[src/verilog/tki_pkg.sv]
// constants, field layouts and types of the touch key idle control block
// assumes a 100 MHz core clock and a serial framing front end outside this block
// Notes on behaviour
// - idle_immediately set: idle as soon as untouched
// - otherwise idle after 75 s without touch
// - hold set freezes reference recalculation, else continuous
// - nine status bits, one per channel
// - status bit zero when touched, one otherwise
// - control register 02H: bit4 immediate, bit3 hold
// - idle sample interval code: 0 never, (c-0.5)T
// - open-drain alert low while any key touched
// - read pointer defaults to 08H after reset
package tki_pkg;

	localparam int CLK_MHZ = 100;
	localparam int MS_CYCLES = CLK_MHZ * 1000;
	localparam int NORMAL_SAMPLE_MS = 13;
	localparam int IDLE_ENTRY_S = 75;
	localparam int IDLE_ENTRY_MS = IDLE_ENTRY_S * 1000;
	localparam int IDLE_T_MS = 120;
	localparam int HALF_T_MS = IDLE_T_MS / 2;

	localparam int NUM_KEYS = 9;

	localparam logic [7:0] ADDR_CTRL = 8'h02;
	localparam logic [7:0] ADDR_KEY_LO = 8'h08;
	localparam logic [7:0] ADDR_KEY_HI = 8'h09;
	localparam logic [7:0] ADDR_READ_DEFAULT = ADDR_KEY_LO;

	localparam int CTRL_INTERVAL_LSB = 5;
	localparam int CTRL_IDLE_NOW_BIT = 4;
	localparam int CTRL_HOLD_BIT = 3;
	localparam logic [7:0] CTRL_RESET = 8'h83;

	// channel 0 sits at bit 5 of the low byte, channel 5 at bit 7 of the high byte
	localparam int KEY_LO_CH0_BIT = 5;
	localparam int KEY_LO_CHANNELS = 5;
	localparam int KEY_HI_CH5_BIT = 7;

	typedef struct packed {
		logic [2:0] interval;
		logic idle_now;
		logic hold;
		logic [2:0] other;
	} tki_ctrl_s;

	typedef enum logic {
		ST_NORMAL,
		ST_IDLE
	} tki_state_e;

endpackage

[src/verilog/tki_idle_control.sv]
// touch key idle control: power state, reference hold and key status readout
// assumes an outside framing front end that turns serial transfers into
// address, write and read strobes, and an analog front end that reports
// per-channel detection when asked to sample
// and a single clock with an active high asynchronous reset
`timescale 1ns/1ps
`default_nettype none
module tki_idle_control #(
	parameter int MS_CYCLES = tki_pkg::MS_CYCLES,
	parameter int IDLE_ENTRY_MS = tki_pkg::IDLE_ENTRY_MS,
	parameter int NORMAL_SAMPLE_MS = tki_pkg::NORMAL_SAMPLE_MS,
	parameter int HALF_T_MS = tki_pkg::HALF_T_MS
) (
	// clock and reset
	input wire logic CLK,
	input wire logic RST,
	// register access from the serial framing logic
	input wire logic REG_ADDR_SET,
	input wire logic [7:0] REG_ADDR,
	input wire logic REG_WR,
	input wire logic [7:0] REG_WDATA,
	input wire logic REG_RD_NEXT,
	output logic [7:0] REG_RDATA,
	// analog front end
	input wire logic [tki_pkg::NUM_KEYS-1:0] KEY_DETECT,
	output logic SAMPLE,
	output logic CAL_RUN,
	output logic IDLE,
	// open-drain key alert
	output logic ALERT_O,
	output logic ALERT_OE
);

	localparam int MSW = $clog2(MS_CYCLES + 1);
	localparam int INW = $clog2(IDLE_ENTRY_MS + 1);
	localparam int SPW = 16;

	tki_pkg::tki_ctrl_s ctrl_r;
	tki_pkg::tki_state_e state_r;
	logic [7:0] ptr_r;
	logic [MSW-1:0] div_r;
	logic ms_tick;
	logic [INW-1:0] quiet_r;
	logic [SPW-1:0] spc_r;
	logic [SPW-1:0] spc_target;
	logic spc_done;
	logic [tki_pkg::NUM_KEYS-1:0] key_state_bit_r;
	logic touched;
	logic touch_seen;
	logic idle_go;
	logic idle_no_sample;
	logic quiet_clr;
	logic [7:0] rdata_nxt;
	logic any_touch;
	logic [7:0] key_state_low;
	logic [7:0] key_state_high;

	// control register, write-only
	always_ff @(posedge CLK or posedge RST) begin
		if (RST) begin
			ctrl_r <= tki_pkg::CTRL_RESET;
		end else if (REG_WR && ptr_r == tki_pkg::ADDR_CTRL) begin
			ctrl_r <= REG_WDATA;
		end
	end

	// read pointer: set by the address byte, advances after each data byte
	// writes advance it too, so a burst starting at 02H moves on to 03H, not to the status bytes at 08H
	always_ff @(posedge CLK or posedge RST) begin
		if (RST) begin
			ptr_r <= tki_pkg::ADDR_READ_DEFAULT;
		end else if (REG_ADDR_SET) begin
			ptr_r <= REG_ADDR;
		end else if (REG_WR || REG_RD_NEXT) begin
			ptr_r <= ptr_r + 8'h01;
		end
	end

	// millisecond enable; every slower rate counts these
	// one free divider, so nothing here needs a second clock domain
	assign ms_tick = (div_r == MSW'(MS_CYCLES - 1));
	always_ff @(posedge CLK or posedge RST) begin
		if (RST) begin
			div_r <= '0;
		end else if (ms_tick) begin
			div_r <= '0;
		end else begin
			div_r <= div_r + MSW'(1);
		end
	end

	// sample spacing: normal rate, or (2c-1) half periods while idle
	always_comb begin
		spc_target = SPW'(NORMAL_SAMPLE_MS);
		if (state_r == tki_pkg::ST_IDLE) begin
			spc_target = SPW'((2 * int'(ctrl_r.interval) - 1) * HALF_T_MS);
		end
	end

	// code 0 in idle: no sample at all until the host picks another code
	assign idle_no_sample = (state_r == tki_pkg::ST_IDLE) && (ctrl_r.interval == 3'h0);
	assign spc_done = ms_tick && (spc_r + SPW'(1) >= spc_target) && !idle_no_sample;

	always_ff @(posedge CLK or posedge RST) begin
		if (RST) begin
			spc_r <= '0;
		end else if (spc_done) begin
			spc_r <= '0;
		end else if (ms_tick && spc_r != {SPW{1'b1}}) begin
			spc_r <= spc_r + SPW'(1);
		end
	end

	assign SAMPLE = spc_done;
	assign touched = |KEY_DETECT;
	// a sample that finds a finger: wakes from idle, restarts the quiet timer
	assign touch_seen = spc_done && touched;

	// status bits are inverted detection, one per channel
	// held between samples: the front end answer is only valid at the sample instant
	always_ff @(posedge CLK or posedge RST) begin
		if (RST) begin
			key_state_bit_r <= '1;
		end else if (spc_done) begin
			key_state_bit_r <= ~KEY_DETECT;
		end
	end

	assign any_touch = ~&key_state_bit_r;

	// timer runs only in normal state; a wake-up always gets a full quiet period
	assign quiet_clr = (state_r == tki_pkg::ST_IDLE) || touch_seen;

	// inactivity time since the last touched sample
	always_ff @(posedge CLK or posedge RST) begin
		if (RST) begin
			quiet_r <= '0;
		end else if (quiet_clr) begin
			quiet_r <= '0;
		end else if (ms_tick && quiet_r != INW'(IDLE_ENTRY_MS)) begin
			quiet_r <= quiet_r + INW'(1);
		end
	end

	// idle entry never on a touched sample, so a finger seen at the entry edge wins
	always_comb begin
		idle_go = 1'b0;
		if (!any_touch && !touch_seen) begin
			if (ctrl_r.idle_now) begin
				idle_go = 1'b1;
			end else if (quiet_r == INW'(IDLE_ENTRY_MS)) begin
				idle_go = 1'b1;
			end
		end
	end

	always_ff @(posedge CLK or posedge RST) begin
		if (RST) begin
			state_r <= tki_pkg::ST_NORMAL;
		end else begin
			case (state_r)
				tki_pkg::ST_NORMAL: begin
					if (idle_go) begin
						state_r <= tki_pkg::ST_IDLE;
					end
				end
				tki_pkg::ST_IDLE: begin
					if (touch_seen) begin
						state_r <= tki_pkg::ST_NORMAL;
					end
				end
				default: begin
					state_r <= tki_pkg::ST_NORMAL;
				end
			endcase
		end
	end

	assign IDLE = (state_r == tki_pkg::ST_IDLE);
	// reference tracking pauses only on request, not in idle
	assign CAL_RUN = !ctrl_r.hold;

	// open-drain: drive low only while a key is seen
	assign ALERT_O = 1'b0;
	assign ALERT_OE = any_touch;

	// read bytes built per channel; unused bits read zero
	// the bytes are wired, not stored: a read always shows the latest sample
	genvar g;
	generate
		for (g = 0; g < tki_pkg::NUM_KEYS; g++) begin : g_map
			if (g < tki_pkg::KEY_LO_CHANNELS) begin : g_lo
				assign key_state_low[tki_pkg::KEY_LO_CH0_BIT - g] = key_state_bit_r[g];
			end else begin : g_hi
				assign key_state_high[tki_pkg::KEY_HI_CH5_BIT - (g - tki_pkg::KEY_LO_CHANNELS)] = key_state_bit_r[g];
			end
		end
	endgenerate
	assign key_state_low[7:6] = 2'h0;
	assign key_state_low[0] = 1'b0;
	assign key_state_high[3:0] = 4'h0;

	// byte at the pointer; the control register is write-only and reads zero
	always_comb begin
		rdata_nxt = 8'h00;
		case (ptr_r)
			tki_pkg::ADDR_KEY_LO: rdata_nxt = key_state_low;
			tki_pkg::ADDR_KEY_HI: rdata_nxt = key_state_high;
			tki_pkg::ADDR_CTRL: rdata_nxt = 8'h00;
			default: rdata_nxt = 8'h00;
		endcase
	end

	// read data from flops, follows the pointer one cycle later
	always_ff @(posedge CLK or posedge RST) begin
		if (RST) begin
			REG_RDATA <= 8'h00;
		end else begin
			REG_RDATA <= rdata_nxt;
		end
	end

endmodule // tki_idle_control
`default_nettype wire

[config.mk]
export PLATFORM = sky130hd
export DESIGN_NAME = tki_idle_control
export DESIGN_NICKNAME = d
export VERILOG_FILES = /design/src/verilog/tki_pkg.sv /design/src/verilog/tki_idle_control.sv
export SDC_FILE = /design/constraint.sdc
export NUM_CORES = 1
export LEC_CHECK = 0
export ABC_CLOCK_PERIOD_IN_PS = 5870
export BUFFER_PORTS_ARGS = -buffer_cell sky130_fd_sc_hd__buf_2
export CORE_ASPECT_RATIO = 1.1
export CORE_MARGIN = 1
export CORE_UTILIZATION = 60
export DETAILED_ROUTE_END_ITERATION = 8
export HOLD_SLACK_MARGIN = 0.15
export PLACE_DENSITY_LB_ADDON = 0.08
export SYNTH_ARGS = -nofsm -noshare
export SYNTH_HDL_FRONTEND = slang
export SYNTH_SLANG_ARGS = --single-unit
[constraint.sdc]
create_clock -name CLK -period 5.87 [get_ports CLK]
set_input_delay 0.8805 -clock CLK [delete_from_list [all_inputs] [get_ports CLK]]
set_output_delay 0.8805 -clock CLK [all_outputs]
set_load 0.005 [all_outputs]
==> run summary <==
Syn-to-layout area delta -> 10.8%
Slew headroom -> 34.7%
CTS tree -> done
Cell Pwr Density -> 305 nW/um^2
syn avg cell area -> 9.70 um^2
logic gate share of total power -> 34.1%
Worst Path Required -> 4.99 ns
Routed wire per std cell -> 13.7 um
share of layout cells above drive strength 1 -> 17.4%
first-pass GRT wire length -> 16.0 mm
Die Y -> 97.0 um
CP endpoint kind -> primary output
largest net degree at the start of global routing -> 81
Pint -> 1.11 mW
worst hold path class -> reg2reg
Vias -> 3,558
post-synth top area cell -> dfrtp_1
total CTS buffers -> 9
setup_tns -> 0 ns
worst-margin pin slew -> 0.980 ns
Post-synth EDFFs -> 0
leakage -> 2.59 nW
final-stage net count -> 613
Synth Warn # -> 0
HP Start -> key_state_bit_r[2]$_DFFE_PP1P_
Top FF cell, synth -> dfrtp_1
initial antenna violation count -> 0
end-of-flow core utilization -> 68.6%
sw frac -> 33.2%
final worst path period need -> 5.53 ns
synth unique cells -> 56
clock sink count -> 80
Detail Placement HPWL -> 6.59 mm
crit path max fanout -> 5
cts-stage hold buffer count -> 0
Final Hold Fails -> 0
mean number of vias per cell -> 5.39
root buffer cell -> clkbuf_8
clock buffer depth -> 2
row count -> 34
Final Max Slew Viols -> 0
Detail Route Antenna Nets -> 0
Die X -> 88.4 um
drt first pass iters -> 4
core box area -> 7960 um^2
Routed Wire Length -> 9.07 mm
Syn Std Cell Area -> 4930 um^2
status -> finished, final reports clean
port buffer count -> 37
Remaining DRCs -> 0
total congestion overflow -> 0
crit start category -> flop
max_cap viols -> 0
flip-flop and latch count after synthesis -> 80
synth top area cells -> dfrtp_1 (35%), ha_1 (8.4%), xor2_1 (7.5%)
maximum VDD drop -> 0.190 mV
Seq/Total Area, Yosys -> 40.9%
Post-CTS Setup Repair Bufs -> 0
fmax -> 181 MHz
fillers -> 642
Initial Util -> 61.9%
htree depth -> 3
gr usage total -> 23.7%
Clock power frac -> 30.1%
full die area -> 8580 um^2
Async S/R FF share, synth -> 100%
CP Class -> reg2out
sequential power share -> 35.8%
clk_lat worst skew -> 0.35 ns
RSZ-0062 raised after global routing -> no
flop-to-flop setup slack -> 0.96 ns
critical path arrival -> 4.65 ns
CP Launch Point -> ctrl_r[6]$_DFFE_PP0P_
initial drt markers -> 115
io pins -> 43
Mapped Cells -> 508
Clock Skew -> 0.0114 ns
switching pwr -> 553 uW
RD Place Congestion -> 0.818
# setup viols final -> 0
area share of the largest cell type after synthesis -> 35.0%
diodes inserted -> 0
clock slew at reported path FFs -> 0.09 ns
vias in the first global route -> 3,689
Final Cycle Share -> 94.3%
RR Startpoint -> ctrl_r[6]$_DFFE_PP0P_
[cell usage in the layout, fill, tap and decap left out, types with 12 or more instances in the layout]
| cell type | Yosys | routed |
|---|---|---|
| a21oi_1 | 12 | 12 |
| buf_2 | 3 | 37 |
| dfrtp_1 | 69 | 68 |
| ha_1 | 33 | 32 |
| inv_1 | 33 | 31 |
| mux2i_1 | 12 | 12 |
| nand2_1 | 60 | 60 |
| nand3_1 | 26 | 26 |
| nor2_1 | 40 | 40 |
| nor3_1 | 21 | 21 |
| o21ai_0 | 19 | 19 |
| xnor2_1 | 33 | 33 |
| xor2_1 | 42 | 42 |
[synthesized netlist by cell type (4+ instances only)]
master / n
dfrtp_1: 69
nand2_1: 60
xor2_1: 42
nor2_1: 40
ha_1: 33
inv_1: 33
xnor2_1: 33
nand3_1: 26
nor3_1: 21
o21ai_0: 19
a21oi_1: 12
mux2i_1: 12
dfstp_2: 11
nand4_1: 11
and3_1: 9
and2_1: 5
nand2b_1: 5
clkbuf_1: 4
nor2b_1: 4
[final timing paths]
| kind | to | depth (start not counted) |
|---|---|---|
| setup / recovery | SAMPLE | 20 |
| hold / removal | key_state_bit_r[2]$_DFFE_PP1P_ | 2 |
| setup reg to reg | quiet_r[11]$_DFFE_PP0P_ | 20 |
| hold reg to reg | key_state_bit_r[2]$_DFFE_PP1P_ | 2 |
| max in group asynchronous | ctrl_r[5]$_DFFE_PP0P_ | 3 |
| min in group asynchronous | quiet_r[0]$_DFFE_PP0P_ | 3 |
[state kept, by name, summed over array words and instances, names as in the netlist]
| signal | cells |
|---|---|
| div_r | 17 |
| quiet_r | 17 |
| spc_r | 16 |
| ptr_r | 8 |
| IDLE | 1 |
| ctrl_r | 5 |
| REG_RDATA | 7 |
| key_state_bit_r | 9 |
[worst max-delay path: stages, from the launching register on]
cell,delay (ns)
dfrtp_1,0.41
inv_1,0.14
ha_1,0.26
xor2_1,0.18
ha_1,0.28
inv_1,0.05
fa_1,0.50
inv_1,0.04
ha_1,0.28
inv_1,0.05
o21ai_0,0.20
a21o_1,0.17
a21oi_1,0.09
o21bai_1,0.15
mux2_2,0.40
ha_1,0.32
a21oi_1,0.16
o21ai_0,0.11
nor3_2,0.31
nor2_4,0.08
buf_2,0.13
[routing by layer]
layer,wire [um],part of all wire [%],track usage [%],up-vias
met3,171,1.9,5.38,14
li1,-,-,-,1784
met4,220,2.4,7.57,0
met1,4080,45,28.9,1721
met5,0,0,0,-
met2,4600,51,40.8,39
[cell type report]
class,instances,area [um^2],area share (%)
clock buffers,9,124,2.27
inverters,33,125,2.29
repair buffers,41,215,3.94
multi-input cells,382,2720,49.8
clock inverters,7,126,2.31
well taps,108,135,2.48
flip-flops and latches,80,2020,36.9
[power groups by stage]
stage / clock [mW] / sequential (mW) / combinational, mW
final: 0.501 / 0.597 / 0.568
after detailed placement: 0 / 0.606 / 0.557
after CTS: 0.516 / 0.596 / 0.561
after global routing: 0.543 / 0.600 / 0.663
after floorplan: 0 / 0.601 / 0.436
after global placement: 0 / 0.605 / 0.535
[stage by stage]
stage	std cells	hold WS, ns	setup slack (ns)	total power, mW	cell area (um^2)
3_5_place_dp	644	0.466	0.562	1.16	5190
2_1_floorplan	509	0.449	0.601	1.04	4930
6_report	660	0.478	0.336	1.67	5460
3_3_place_gp	644	0.461	0.647	1.14	5190
5_1_grt	660	0.501	0.0261	1.81	5460
4_1_cts	660	0.479	0.114	1.67	5440
[cells by family after synthesis]
group / after synthesis / share of synthesized area (%)
flip-flops: 80 / 40.9
multiplexers: 14 / 2.89
XOR/XNOR: 75 / 13.3
other: 1 / 0.0761
AO/OA/AOI/OAI: 44 / 5.71
buffers and inverters: 47 / 4.42
AND/OR/NAND/NOR: 211 / 23.1
adder cells (fa/ha/maj): 36 / 9.60
[repair_timing]
action | CTS | global route
endpoints found under the hold margin | 0 | 0
setup endpoints to repair | 0 | 1
resized for setup | 0 | 5
(Power assumes the default switching activity.)
